$ cat src/rtl/acc_pkg.sv
/*
  Shared constants for the accumulator load/store/add unit: register
  offsets, field positions, reset values, command and mode codes and
  the sequencer state encoding.
  Assumes an 8-bit register port and a synchronous 8-bit memory bus.
*/
package acc_pkg;

  // register port geometry
  localparam int          REG_AW      = 8;
  localparam int          DATA_W      = 8;
  localparam int          MEM_AW      = 16;

  // register byte offsets
  localparam logic [7:0]  OFS_ACC     = 8'h00;
  localparam logic [7:0]  OFS_STATUS  = 8'h04;
  localparam logic [7:0]  OFS_ADDR_LO = 8'h08;
  localparam logic [7:0]  OFS_ADDR_HI = 8'h0C;
  localparam logic [7:0]  OFS_IMM     = 8'h10;
  localparam logic [7:0]  OFS_CMD     = 8'h14;

  // status register bit positions
  localparam int          FLG_C       = 0;
  localparam int          FLG_Z       = 1;
  localparam int          FLG_D       = 3;
  localparam int          FLG_V       = 6;
  localparam int          FLG_N       = 7;
  localparam int          SIGN_BIT    = 7;

  // command register fields
  localparam int          CMD_OP_LSB  = 0;
  localparam int          OP_W        = 2;
  localparam int          CMD_MD_LSB  = 2;
  localparam int          MODE_W      = 3;
  localparam int          CMD_BUSY    = 0;
  localparam int          CMD_ERR     = 1;

  // operation codes
  localparam logic [1:0]  OP_LOAD     = 2'h0;
  localparam logic [1:0]  OP_STORE    = 2'h1;
  localparam logic [1:0]  OP_ADC      = 2'h2;

  // addressing modes
  localparam logic [2:0]  MODE_IMM    = 3'h0;
  localparam logic [2:0]  MODE_ABS    = 3'h1;
  localparam logic [2:0]  MODE_ZP     = 3'h2;
  localparam logic [2:0]  MODE_ABSX   = 3'h3;
  localparam logic [2:0]  MODE_ABSY   = 3'h4;
  localparam logic [2:0]  MODE_ZPX    = 3'h5;
  localparam logic [2:0]  MODE_INDX   = 3'h6;
  localparam logic [2:0]  MODE_INDY   = 3'h7;

  // reset values and decimal correction
  localparam logic [7:0]  BYTE_RST    = 8'h00;
  localparam logic [15:0] ADDR_RST    = 16'h0000;
  localparam logic [4:0]  DIGIT_MAX   = 5'h09;
  localparam logic [4:0]  DIGIT_ADJ   = 5'h06;
  localparam int          BIN_MAX     = 255;
  localparam int          DEC_MAX     = 99;

  // sequencer states, one-hot
  typedef enum logic [3:0] {
    ST_IDLE  = 4'h1,
    ST_READ  = 4'h2,
    ST_EXEC  = 4'h4,
    ST_WRITE = 4'h8
  } state_e;

endpackage

$ cat src/rtl/acc_unit.sv
/*
  Accumulator datapath: load from memory, store to memory and add with
  carry, with carry, zero, overflow, negative and decimal flags.
  Assumes a synchronous memory on clk_i that answers a read strobe with
  data in the next cycle, and a bus master that resolves addressing
  modes into a final address before issuing a command.
*/
// Local design decisions: the plain strobed port and the register offsets.
`timescale 1ns/1ps
module acc_unit
  import acc_pkg::*;
(
  // clock and reset
  input  wire logic              clk_i,
  input  wire logic              rst_b_i,
  // register port
  input  wire logic [REG_AW-1:0] reg_addr_i,
  input  wire logic [DATA_W-1:0] reg_wdata_i,
  input  wire logic              reg_wr_i,
  input  wire logic              reg_rd_i,
  output logic      [DATA_W-1:0] reg_rdata_o,
  // memory bus
  output logic      [MEM_AW-1:0] mem_addr_o,
  output logic                   mem_rd_o,
  output logic                   mem_wr_o,
  input  wire logic [DATA_W-1:0] mem_data_i,
  output logic      [DATA_W-1:0] mem_data_o,
  output logic                   mem_data_oe_o
);

  typedef struct packed {
    state_e      st;
    logic [7:0]  acc;
    logic [15:0] addr;
    logic [7:0]  imm;
    logic [1:0]  op;
    logic [2:0]  mode;
    logic        fc;
    logic        fz;
    logic        fd;
    logic        fv;
    logic        fn;
    logic        err;
    logic [7:0]  rdata;
  } q_s;

  localparam q_s Q_RST = '{st: ST_IDLE, acc: BYTE_RST, addr: ADDR_RST,
                           imm: BYTE_RST, op: OP_LOAD, mode: MODE_IMM,
                           fc: 1'b0, fz: 1'b0, fd: 1'b0, fv: 1'b0,
                           fn: 1'b0, err: 1'b0, rdata: BYTE_RST};

  q_s         q_r;
  q_s         q_nxt;
  logic       rst_meta_r;
  logic       rst_b_r;
  logic [7:0] operand;
  logic [7:0] sum;
  logic       sum_c;
  logic       sum_v;
  logic [1:0] cmd_op;
  logic [2:0] cmd_mode;

  // register address match, shared by the read and write decode
  function automatic logic hit(input logic [7:0] a,
                               input logic [7:0] ofs);
    return a == ofs;
  endfunction

  // status byte in its fixed layout
  function automatic logic [7:0] status_byte(input q_s q);
    logic [7:0] s;
    s        = 8'h00;
    s[FLG_C] = q.fc;
    s[FLG_Z] = q.fz;
    s[FLG_D] = q.fd;
    s[FLG_V] = q.fv;
    s[FLG_N] = q.fn;
    return s;
  endfunction

  // reset release through two flops; assertion stays asynchronous
  always_ff @(posedge clk_i or negedge rst_b_i) begin
    if (!rst_b_i) begin
      rst_meta_r <= 1'b0;
      rst_b_r    <= 1'b0;
    end else begin
      rst_meta_r <= 1'b1;
      rst_b_r    <= rst_meta_r;
    end
  end

  // immediate operand comes from its register, others from the bus
  assign operand  = (q_r.mode == MODE_IMM) ? q_r.imm : mem_data_i;
  assign cmd_op   = reg_wdata_i[CMD_OP_LSB +: OP_W];
  assign cmd_mode = reg_wdata_i[CMD_MD_LSB +: MODE_W];

  acc_adder acc_adder_i (
    .a_i        (q_r.acc),
    .b_i        (operand),
    .carry_i    (q_r.fc),
    .decimal_i  (q_r.fd),
    .sum_o      (sum),
    .carry_o    (sum_c),
    .overflow_o (sum_v)
  );

  // next-state logic: register writes first, sequencer wins after
  always_comb begin
    q_nxt       = q_r;
    q_nxt.rdata = BYTE_RST;

    // carry and decimal are software-owned bits outside the acc
    if (reg_wr_i && hit(reg_addr_i, OFS_STATUS)) begin
      q_nxt.fc = reg_wdata_i[FLG_C];
      q_nxt.fd = reg_wdata_i[FLG_D];
    end
    // address and operand frozen while a command runs
    if (reg_wr_i && q_r.st == ST_IDLE) begin
      if (hit(reg_addr_i, OFS_ADDR_LO)) begin
        q_nxt.addr[7:0] = reg_wdata_i;
      end
      if (hit(reg_addr_i, OFS_ADDR_HI)) begin
        q_nxt.addr[15:8] = reg_wdata_i;
      end
      if (hit(reg_addr_i, OFS_IMM)) begin
        q_nxt.imm = reg_wdata_i;
      end
    end

    case (q_r.st)
      ST_IDLE: begin
        if (reg_wr_i && hit(reg_addr_i, OFS_CMD)) begin
          q_nxt.op   = cmd_op;
          q_nxt.mode = cmd_mode;
          // only load, store and add: no memory-to-memory path
          if (cmd_op != OP_LOAD && cmd_op != OP_STORE &&
              cmd_op != OP_ADC) begin
            q_nxt.err = 1'b1;
          end else if (cmd_op == OP_STORE && cmd_mode == MODE_IMM) begin
            q_nxt.err = 1'b1;
          end else begin
            q_nxt.err = 1'b0;
            // zero-page forms keep the high address byte at zero
            if (cmd_mode == MODE_ZP || cmd_mode == MODE_ZPX) begin
              q_nxt.addr[15:8] = BYTE_RST;
            end
            if (cmd_op == OP_STORE) begin
              q_nxt.st = ST_WRITE;
            end else if (cmd_mode == MODE_IMM) begin
              q_nxt.st = ST_EXEC;
            end else begin
              q_nxt.st = ST_READ;
            end
          end
        end
      end
      ST_READ: begin
        q_nxt.st = ST_EXEC;
      end
      ST_EXEC: begin
        if (q_r.op == OP_LOAD) begin
          q_nxt.acc = operand;
          q_nxt.fz  = (operand == BYTE_RST);
          q_nxt.fn  = operand[SIGN_BIT];
        end else begin
          q_nxt.acc = sum;
          q_nxt.fc  = sum_c;
          q_nxt.fv  = sum_v;
          q_nxt.fz  = (sum == BYTE_RST);
          q_nxt.fn  = sum[SIGN_BIT];
        end
        q_nxt.st = ST_IDLE;
      end
      ST_WRITE: begin
        q_nxt.st = ST_IDLE;
      end
      default: begin
        q_nxt.st = ST_IDLE;
      end
    endcase

    // a command written while busy is refused and flagged
    if (reg_wr_i && hit(reg_addr_i, OFS_CMD) && q_r.st != ST_IDLE) begin
      q_nxt.err = 1'b1;
    end

    // read data stand in the cycle after the strobe only
    if (reg_rd_i) begin
      if (hit(reg_addr_i, OFS_ACC)) begin
        q_nxt.rdata = q_r.acc;
      end else if (hit(reg_addr_i, OFS_STATUS)) begin
        q_nxt.rdata = status_byte(q_r);
      end else if (hit(reg_addr_i, OFS_ADDR_LO)) begin
        q_nxt.rdata = q_r.addr[7:0];
      end else if (hit(reg_addr_i, OFS_ADDR_HI)) begin
        q_nxt.rdata = q_r.addr[15:8];
      end else if (hit(reg_addr_i, OFS_IMM)) begin
        q_nxt.rdata = q_r.imm;
      end else if (hit(reg_addr_i, OFS_CMD)) begin
        q_nxt.rdata[CMD_BUSY] = (q_r.st != ST_IDLE);
        q_nxt.rdata[CMD_ERR]  = q_r.err;
      end
    end
  end

  // state register
  always_ff @(posedge clk_i or negedge rst_b_r) begin
    if (!rst_b_r) begin
      q_r <= Q_RST;
    end else begin
      q_r <= q_nxt;
    end
  end

  // outputs straight from state; bus driven only in the write cycle
  assign reg_rdata_o   = q_r.rdata;
  assign mem_addr_o    = q_r.addr;
  assign mem_rd_o      = (q_r.st == ST_READ);
  assign mem_wr_o      = (q_r.st == ST_WRITE);
  assign mem_data_oe_o = (q_r.st == ST_WRITE);
  assign mem_data_o    = q_r.acc;

  // helper for the decimal carry check, valid digits only
  function automatic int bcd_val(input logic [7:0] b);
    return int'(b[7:4]) * 10 + int'(b[3:0]);
  endfunction

  logic bcd_ok;
  logic dec_over;
  logic bin_over;
  assign bcd_ok   = (q_r.acc[7:4] < 4'hA) && (q_r.acc[3:0] < 4'hA) &&
                    (operand[7:4] < 4'hA) && (operand[3:0] < 4'hA);
  assign dec_over = (bcd_val(q_r.acc) + bcd_val(operand) +
                     int'(q_r.fc)) > DEC_MAX;
  assign bin_over = (int'(q_r.acc) + int'(operand) +
                     int'(q_r.fc)) > BIN_MAX;

  // overflow follows the binary sum, in decimal mode as well
  logic [7:0] bin_low;
  assign bin_low = q_r.acc + operand + {7'h00, q_r.fc};

  logic exec_load;
  logic exec_adc;
  assign exec_load = (q_r.st == ST_EXEC) && (q_r.op == OP_LOAD);
  assign exec_adc  = (q_r.st == ST_EXEC) && (q_r.op == OP_ADC);
endmodule // acc_unit

$ cat src/rtl/acc_adder.sv
/*
  Eight-bit adder with carry in, carry out and signed overflow, with an
  optional packed BCD correction per nibble.
  Purely combinational; the caller registers the results.
*/
`timescale 1ns/1ps
module acc_adder
  import acc_pkg::*;
(
  // operands
  input  wire logic [7:0] a_i,
  input  wire logic [7:0] b_i,
  input  wire logic       carry_i,
  input  wire logic       decimal_i,
  // results
  output logic      [7:0] sum_o,
  output logic            carry_o,
  output logic            overflow_o
);

  logic [8:0] bin;
  logic [4:0] lo;
  logic [4:0] hi;
  logic       lo_c;
  logic       hi_c;

  // binary sum and nibble-wise decimal correction
  always_comb begin
    bin  = {1'b0, a_i} + {1'b0, b_i} + {8'h00, carry_i};
    lo   = {1'b0, a_i[3:0]} + {1'b0, b_i[3:0]} + {4'h0, carry_i};
    lo_c = lo > DIGIT_MAX;
    if (lo_c) begin
      lo = lo + DIGIT_ADJ;
    end
    hi   = {1'b0, a_i[7:4]} + {1'b0, b_i[7:4]} + {4'h0, lo_c};
    hi_c = hi > DIGIT_MAX;
    if (hi_c) begin
      hi = hi + DIGIT_ADJ;
    end
    if (decimal_i) begin
      sum_o   = {hi[3:0], lo[3:0]};
      carry_o = hi_c;
    end else begin
      sum_o   = bin[7:0];
      carry_o = bin[8];
    end
    // sign corrupted when like-signed operands give an unlike sign
    overflow_o = (a_i[SIGN_BIT] == b_i[SIGN_BIT]) &&
                 (bin[SIGN_BIT] != a_i[SIGN_BIT]);
  end

endmodule // acc_adder

$ cat config.mk
export PLATFORM = sky130hd
export DESIGN_NAME = acc_unit
export DESIGN_NICKNAME = d
export VERILOG_FILES = /design/src/rtl/acc_pkg.sv /design/src/rtl/acc_unit.sv /design/src/rtl/acc_adder.sv
export SDC_FILE = /design/constraint.sdc
export NUM_CORES = 1
export LEC_CHECK = 0
export BUFFER_PORTS_ARGS = -buffer_cell sky130_fd_sc_hd__buf_4
export CAP_MARGIN = 20
export CORE_MARGIN = 1.5
export CORE_UTILIZATION = 45
export CTS_CLUSTER_DIAMETER = 30
export DETAILED_ROUTE_END_ITERATION = 8
export PLACE_DENSITY = 0.66
export RECOVER_POWER = 50
export SKIP_LAST_GASP = 1
export SYNTH_ARGS = -nofsm -noshare
export SYNTH_HDL_FRONTEND = slang
export SYNTH_HIERARCHICAL = 1
export SYNTH_SLANG_ARGS = --single-unit
$ cat constraint.sdc
create_clock -name clk_i -period 2.04 [get_ports clk_i]
set_input_delay 0.51 -clock clk_i [delete_from_list [all_inputs] [get_ports clk_i]]
set_output_delay 0.51 -clock clk_i [all_outputs]
set_load 0.005 [all_outputs]
==> results of run 1 <==
==> area by class of cell <==
type	count	area (µm²)
Inverter	9	33.8
Timing Repair Buffer	149	1140
Sequential cell	56	1400
Fill cell	732	3190
Tap cell	105	131
Multi-Input combinational cell	285	2350
Clock buffer	6	72.6
Clock inverter	2	13.8
==> cells in the mapped netlist (4+ instances only) <==
library cell and count:
clkbuf_1 10, o21a_1 7, xnor2_1 7, a21oi_1 13, xor2_1 4, nor2_1 45, mux2_2 34, o21ai_0 18
inv_1 9, nand2_1 20, nand2b_1 6, o31ai_1 9, buf_4 35, mux2i_1 19, ha_1 10, a32oi_1 5
nor4_1 6, dfrtp_1 55, nor3_1 7, nand3_1 10
==> per-layer routing <==
| metal | wire length (µm) | vias to the layer above | global-route usage, % |
|---|---|---|---|
| li1 | - | 1629 | - |
| met3 | 648 | 13 | 4.11 |
| met1 | 4870 | 1618 | 33.7 |
| met5 | 0 | - | 0 |
| met4 | 91 | 0 | 4.47 |
| met2 | 4970 | 94 | 38.4 |
==> registers in the layout, summed over array words and instances, names as in the netlist <==
signal	count
q_r	22
rst_b_r	1
mem_addr_o	16
rst_meta_r	1
mem_data_o	8
reg_rdata_o	8
==> logic make-up after synthesis <==
logic type,synth area share (%)
xor gates and xnor gates,2.46
other,0.0956
AOI/OAI and AO/OA,13.7
muxes,14.6
DFF,35.8
adders and majority gates,5.01
and+or+nand+nor,19.5
buffers and inverters,8.90
==> power by group through the flow <==
stage	Sequential, mW	Clock (mW)	Combinational, mW
floorplan	1.20	0	0.874
global placement	1.19	0	1.42
detailed placement	1.19	0	1.45
CTS	1.17	0.620	1.62
global route	1.17	0.678	1.88
finish	1.17	0.611	1.74
==> stage by stage <==
step                worst slack (ns)  hold slack, ns  power (mW)
floorplan                      -3.10           0.214        2.07
global placement               -3.05           0.292        2.61
detailed placement             -3.16           0.293        2.64
CTS                            -3.15           0.375        3.41
global route                   -3.45           0.381        3.74
finish                         -3.21           0.373        3.52
==> how the worst max path moves through the flow <==
stage | from | to | slack [ns] | cells after the start
4_1_cts | q_r[15]$_DFFE_PN0P_ | q_r[12]$_DFFE_PN0P_ | -3.15 | 22
3_5_place_dp | q_r[16]$_DFFE_PN0P_ | q_r[12]$_DFFE_PN0P_ | -3.16 | 22
5_1_grt | q_r[16]$_DFFE_PN0P_ | q_r[12]$_DFFE_PN0P_ | -3.45 | 22
2_1_floorplan | q_r[16]$_DFFE_PN0P_ | q_r[12]$_DFFE_PN0P_ | -3.10 | 22
6_report | q_r[16]$_DFFE_PN0P_ | q_r[12]$_DFFE_PN0P_ | -3.21 | 22
3_3_place_gp | q_r[16]$_DFFE_PN0P_ | q_r[12]$_DFFE_PN0P_ | -3.05 | 22
==> timing repair <==
action,CTS,global route
gates resized for setup,16,10
endpoints found under the hold margin,2,0
buffers inserted,7,6
hold buffers,1,0
pin swaps,17,9
setup endpoints to repair,11,11
==> metrics.txt, run 1 <==
Inserted Clock Buffers=5; worst slew pin tran=~1.3 ns; Die ar.=9290 µm²; Die W=96.4 µm; final wirelength=approximately 11000 µm; flop2flop setup slack=-3.21 ns; Area Growth Syn to Fin=31.2%; number of inserted diodes=0; CTS tree=done; Max Cap Viol=0; Reg-to-Reg Start=q_r[16]$_DFFE_PN0P_; post-route antenna net violation count=0; all-layer global routing usage=around a quarter; count of pins over their slew limit=0; internal power=2.33 mW; DP Area=4840 µm²; violated checks=setup timing; I/O pins=63; clk sinks=56; HP Class=flop to flop; initial DRC count=around 170; sequential fraction of the synthesis area=35.8%; worst skew pair latency=0.31 ns; clock skew=0.0106 ns; Hold EP=rst_b_r$_DFF_PN0_; DR WL/cell=roughly 17 µm; Syn Area/Cell=between 9 and 10 µm²; synthesized area=3920 µm²; part of the power in registers=between 30% and 40%; Post-synth ARST share=100%; Comb pwr share=49.4%; Starting Density=47.0%; setup_tns=-23.37 ns; gpl congestion=~0.9; Worst R2R Path Depth=22; Worst-path clk slew=approximately 0.10 ns; worst hold start=rst_meta_r$_DFF_PN0_; initial antenna violation count=0; crit path buf inv count=3; nets=547; Port Buffers=62; crit-path max FO=4; num rows=33; drt via density=between 5 and 6; design area=5150 µm²; RR Endpoint=q_r[12]$_DFFE_PN0P_; library cells used by synthesis=64; largest net degree at the start of global routing=55; Final Util=between 60% and 70%; Power Density=684 nW/µm²; Worst Setup Path Type=flop to flop; Remaining DRCs=0; max incr delay on CP=0.53 ns; most common cell after layout, fill and taps aside=buf_4; Max clock buf depth=2; vias in the first global route=3253; final worst slack=-3.21 ns; area share of the largest cell type after synthesis=between 30% and 40%; fraction of layout instances using a drive strength above 1=between 40% and 50%; Leakage=2.46 nW; CP cell instances=nor3_4 > mux2_4 > fa_2 > a21oi_4 > xor2_2 > ha_2 > a21bo_4 > a41o_1 > maj3_2 > nor2_2 > fa_2 > inv_2 > fa_2 > inv_2 > ha_4 > buf_4 > a31o_2 > mux2i_1 > mux2i_1 > nor4_1 > a21oi_1 > o31ai_1; Sw Pwr=between 1 and 1.5 mW; fin crit share=258%; RSZ-0062 raised after global routing=yes; Worst VDD drop=0.311 mV; delay-heaviest family, CP=adder cells; Net Sw Frac=about a third; worst endpoint required time=2.26 ns; type of origin of the critical path=flop; root cell of the clock tree=clkbuf_8; Critical-path top delay cell=fa_2; most frequent cells in the layout=buf_4 (130), dfrtp_1 (54), nor2_1 (43), mux2_2 (32), nand2_1 (20); Tmin final=around 5.3 ns; Core Area=8340 µm²; CP arrival=5.47 ns; hold path cells=0; first-pass iteration count of the detailed router=4; DPL Wire Length=just over 8000 µm; Cells after Synth=around 400; Final Instance Count excl. Fillers=612; FF+latch count, synth=56; detailed-route via count=3354; global-route wire length before repair=between 15000 and 20000 µm; status=finished, violations left; relative slew slack=12.0%; top_reg_cell synth=dfrtp_1; power share of the clock group=17.4%; Final setup viols=11; H-tree depth=2; die height=around 96 µm; Fin. Hold Viols=0; number of synthesized flops with an enable pin=0; maximum clock rate=190 MHz; CP Capture Type=flop; CP most frequent cell=fa_2; Synth area leader=dfrtp_1; Congestion Overflow GR=0; yosys warns=6; syn_nets=439; Synth area leaders=dfrtp_1 (35%), mux2_2 (9.8%), buf_4 (6.7%); dpl cells=590
(Power assumes the default switching activity.)
==> run 2, diff against run 1 <==
==> constraint.sdc (replaced) <==
create_clock -name clk_i -period 2.04 [get_ports clk_i]
set_input_delay 0.306 -clock clk_i [delete_from_list [all_inputs] [get_ports clk_i]]
set_output_delay 0.306 -clock clk_i [all_outputs]
set_load 0.005 [all_outputs]
==> run 2 against run 1 <==
Compared with the run above: the run still ends with setup timing left; global-route usage rose by 0.66 points; critical path depth rose by 1; utilization rose by 0.38 points; critical endpoint unchanged; largest cell class unchanged; highest routed layer unchanged.
==> metrics.txt, run 2 (synthesized netlist as in run 1, its figures left out) <==
RR Endpoint=q_r[12]$_DFFE_PN0P_; Fin. Hold Viols=0; first-pass iteration count of the detailed router=5; Filler cells=692; worst skew pair latency=0.32 ns; count of pins over their slew limit=0; all-layer global routing usage=around a quarter; initial DRC count=230; nets=542; setup_tns=-23.22 ns; CP Capture Type=flop; CTS tree=done; Most Crowded Layer GR=met2; Leakage=2.46 nW; Max Cap Viol=0; Inserted Clock Buffers=5; Total Power Consumption=3.67 mW; post-route antenna net violation count=0; Largest register FFs=22; DR WL/cell=roughly 18 µm; number of inserted diodes=0; DPL Wire Length=8190 µm; clk sinks=between 50 and 60; worst endpoint required time=2.27 ns; Port Buffers=62; hold path cells=2; Worst R2R Path Depth=23; die height=96.4 µm; RSZ-0062 raised after global routing=yes; Final Util=62.1%; GR Util met2=39.9%; violated checks=setup timing; relative slew slack=about an eighth; Top reg by flops=q_r; drt via density=5.76; final worst slack=-3.14 ns; Worst-path clk slew=0.10 ns; area occupied by multi-input gates=about 2400 µm²; detailed-route via count=3498; Area Growth Syn to Fin=32.0%; Hold EP=q_r[54]$_DFFE_PN0P_; clock skew=about 0.011 ns; maximum clock rate=193 MHz; Final setup viols=11; final wirelength=10900 µm; num rows=33; most frequent cells in the layout=buf_4 (119), dfrtp_1 (54), nor2_1 (43), mux2_2 (31), nand2_1 (20); Die W=96.4 µm; Worst Setup Path Type=flop to flop; largest net degree at the start of global routing=55; Congestion Overflow GR=0; Hold Slack=0.195 ns; Tmin final=between 5 and 6 ns; Core Area=about 8300 µm²; worst slew pin tran=1.32 ns; FF/Latch Area=1400 µm²; gpl congestion=between 0.9 and 1; global-route wire length before repair=about 17000 µm; flop2flop setup slack=-3.14 ns; fraction of layout instances using a drive strength above 1=46.8%; worst hold start=reg_wdata_i[1]; worst slack, placed=-3.16 ns; Starting Density=between 40 and 50%; Die ar.=9290 µm²; H-tree depth=2; Reg-to-Reg Start=q_r[15]$_DFFE_PN0P_; fin crit share=254%; Max clock buf depth=2; met1 usage=34.0%; most common cell after layout, fill and taps aside=buf_4; CP arrival=5.41 ns; crit-path max FO=3; vias in the first global route=3356; I/O pins=63; Worst VDD drop=0.378 mV; status=finished, violations left; M3 GR Usage=4.19%; Remaining DRCs=0; Power Density=~700 nW/µm²; root cell of the clock tree=clkbuf_8; HP Class=input pin to flop; type of origin of the critical path=flop; initial antenna violation count=0
run 2: final cells by class:
class	count	area share, %
Clock buffer	6	1.40
Clock inverter	2	0.749
Inverter	9	0.652
Multi-Input combinational cell	285	46.0
Sequential cell	56	27.1
Tap cell	105	2.54
Timing Repair Buffer	144	21.6
run 2: power by group:
part / total [mW] / internal [mW] / switching [mW]
Clock: 0.741 / 0.372 / 0.369
Sequential: 1.17 / 1.14 / 0.0287
Combinational: 1.76 / 0.947 / 0.808
Total: 3.67 / 2.46 / 1.21
run 2: per-stage QoR:
| step | instances | cell area (µm²) |
|---|---|---|
| 2_1_floorplan | 398 | 4000 |
| 3_3_place_gp | 586 | 4810 |
| 3_5_place_dp | 586 | 4810 |
| 4_1_cts | 615 | 5220 |
| 5_1_grt | 607 | 5180 |
| 6_report | 607 | 5180 |
run 2: timing repair:
item,4_1_cts,5_1_grt
hold endpoints to repair,2,0
endpoints found under the setup margin,11,11
pin swaps,22,11
resized for setup,31,19
setup buffers,20,6
hold buffers,1,0
run 2: per-layer routing:
metal	up-vias	part of all wire, %
met4	0	1.0
met2	127	48
met5	-	0
li1	1609	-
met1	1749	44
met3	13	6.3
run 2: critical path: stages, from the launching register on:
cell	delay, ns
dfrtp_1	0.42
nor3_4	0.31
buf_4	0.18
mux2_4	0.31
ha_4	0.24
a21oi_4	0.19
xor2_2	0.20
ha_2	0.21
a21bo_4	0.23
a41o_1	0.21
maj3_2	0.33
nor2_2	0.10
fa_2	0.22
inv_2	0.04
fa_2	0.54
inv_2	0.05
ha_4	0.16
a22oi_2	0.18
a31oi_2	0.13
xnor2_1	0.14
mux2i_1	0.10
nor4_1	0.27
a21oi_1	0.11
o31ai_1	0.21
run 2: how the worst max path moves through the flow:
stage                         from             endpoint  cells past startpoint
3_3_place_gp   q_r[16]$_DFFE_PN0P_  q_r[12]$_DFFE_PN0P_                     22
2_1_floorplan  q_r[16]$_DFFE_PN0P_  q_r[12]$_DFFE_PN0P_                     22
6_report       q_r[15]$_DFFE_PN0P_  q_r[12]$_DFFE_PN0P_                     23
3_5_place_dp   q_r[16]$_DFFE_PN0P_  q_r[12]$_DFFE_PN0P_                     22
5_1_grt        q_r[15]$_DFFE_PN0P_  q_r[12]$_DFFE_PN0P_                     23
4_1_cts        q_r[15]$_DFFE_PN0P_  q_r[12]$_DFFE_PN0P_                     22
==> run 3, diff against run 2 <==
==> constraint.sdc (replaced) <==
create_clock -name clk_i -period 6.1 [get_ports clk_i]
set_input_delay 0.915 -clock clk_i [delete_from_list [all_inputs] [get_ports clk_i]]
set_output_delay 0.915 -clock clk_i [all_outputs]
set_load 0.005 [all_outputs]
==> run 3 against run 2 <==
Compared with the run above: the run ends with capacitance limit, slew limit left; global-route usage shrank 2.2 points; critical path depth up 1; count of clock-buffer cells in the layout shrank 1; clock power fell by 67%; combinational power is 78% lower; sequential power down 66%; sequential share of layout area increased by 4.9 points; non-clock buffer count is 75 lower; first-iteration DRC count increased by 17%; register-to-register slack gained 3.3 ns; largest power group is now sequential cells; highest routed layer unchanged.
==> metrics.txt, run 3 (synthesized netlist as in run 1, its figures left out) <==
status=finished, violations left; violated checks=capacitance limit, slew limit; nets=467; post-route antenna net violation count=0; H-tree depth=2; Final Instance Count excl. Fillers=532; setup_tns=0 ns; worst slew pin tran=approximately 2.9 ns; detailed-route via count=3204; count of pins over their slew limit=55; Worst-path clk slew=approximately 0.10 ns; Final setup viols=0; relative slew slack=-96.3%; global-route wire length before repair=15600 µm; most frequent cells in the layout=dfrtp_1 (54), buf_4 (51), nor2_1 (45), mux2_2 (34), nand2_1 (20); root cell of the clock tree=clkbuf_8; initial DRC count=268; final wirelength=9960 µm; Core Area=8340 µm²; Tmin final=5.89 ns; CP cell instances=nor3_4 > buf_4 > mux2_2 > ha_1 > a21oi_2 > xor2_2 > buf_4 > ha_1 > a21bo_2 > a41o_1 > maj3_2 > nor2_1 > fa_1 > inv_1 > fa_1 > xnor2_2 > ha_1 > a22oi_2 > a31oi_2 > a2bb2oi_1 > mux2i_1 > nor4_1 > a21oi_1 > o31ai_1; delay-heaviest family, CP=adder cells; Power Density=232 nW/µm²; worst skew pair latency=0.31 ns; Remaining DRCs=0; CP Capture Type=flop; dpl cells=523; Area Growth Syn to Fin=11.8%; I/O pins=63; num rows=33; Inserted Clock Buffers=5; Worst R2R Path Depth=24; Critical-path top delay cell=fa_1; worst endpoint required time=roughly 6.3 ns; drt via density=about 6.0; CP most frequent cell=ha_1; all-layer global routing usage=22.2%; Worst VDD drop=0.123 mV; initial antenna violation count=0; die height=a little under 100 µm; Filler cells=779; fin crit share=roughly 97%; type of origin of the critical path=flop; crit path buf inv count=3; HP Class=input pin to async pin; DR WL/cell=18.7 µm; area occupied by multi-input gates=2210 µm²; DPL Wire Length=7510 µm; fraction of layout instances using a drive strength above 1=32.1%; crit-path max FO=6; critical path depth=24; CTS tree=done; Die W=between 90 and 100 µm; Leakage=~2 nW; Fin. Hold Viols=0; FF/Latch Area=1400 µm²; maximum clock rate=170 MHz; Max clock buf depth=2; clock skew=0.0107 ns; Starting Density=47.0%; max incr delay on CP=0.44 ns; Worst Setup Path Type=flop to flop; most common cell after layout, fill and taps aside=dfrtp_1; first-pass iteration count of the detailed router=5; largest net degree at the start of global routing=55; Die ar.=9290 µm²; clk sinks=56; CP arrival=6.10 ns; number of inserted diodes=0; Max Cap Viol=1; Total Power Consumption=approximately 1.0 mW; Top reg by flops=q_r; Largest register FFs=22; hold_buf cts=0; Port Buffers=62; Congestion Overflow GR=0; gpl congestion=0.938; vias in the first global route=2993
-- run 3: metal layers --
metal  routed length, µm  share of wire (%)  global-route usage [%]  up-vias
li1                    -                  -                       -     1468
met1                4560                 46                    31.4     1622
met2                4780                 48                    36.9      105
met3                 545                5.5                    2.92        9
met4                  82               0.82                    3.74        0
met5                   0                  0                       0        -
-- run 3: report_power, final --
| part | leakage (nW) | total [mW] | switching, mW | internal (mW) |
|---|---|---|---|---|
| sequential | 0.720 | 0.394 | 0.0122 | 0.382 |
| clock | 0.0541 | 0.244 | 0.122 | 0.122 |
| combinational | 1.26 | 0.379 | 0.210 | 0.170 |
-- run 3: final timing paths --
check / start / end / slack, ns
max: q_r[15]$_DFFE_PN0P_ / q_r[12]$_DFFE_PN0P_ / 0.21
min: rst_b_i / rst_b_r$_DFF_PN0_ / 0.36
max reg2reg: q_r[15]$_DFFE_PN0P_ / q_r[12]$_DFFE_PN0P_ / 0.21
min reg2reg: rst_meta_r$_DFF_PN0_ / rst_b_r$_DFF_PN0_ / 0.36
max in group asynchronous: rst_b_r$_DFF_PN0_ / reg_rdata_o[1]$_DFF_PN0_ / 3.12
min in group clk_i: rst_meta_r$_DFF_PN0_ / rst_b_r$_DFF_PN0_ / 0.36
-- run 3: timing repair --
item                                    4_1_cts  5_1_grt
buffers inserted                              0        1
resized for setup                             0        6
endpoints found under the setup margin        0        1
-- run 3: stage by stage --
step	hold slack, ns	utilization, %	area, µm²	setup slack, ns
detailed placement	0.344	51.0	4250	-0.0332
global placement	0.338	51.0	4250	0.204
CTS	0.352	52.3	4360	0.0267
floorplan	0.331	-	3920	0.426
global route	0.353	52.6	4390	-0.0469
finish	0.362	52.6	4390	0.211
-- run 3: final cells by class --
class,instances,share of cell area (%)
Multi-Input combinational cell,285,50.3
Clock buffer,5,1.57
Tap cell,105,2.99
Timing Repair Buffer,69,11.4
Sequential cell,56,32.0
Clock inverter,3,0.970
Inverter,9,0.770
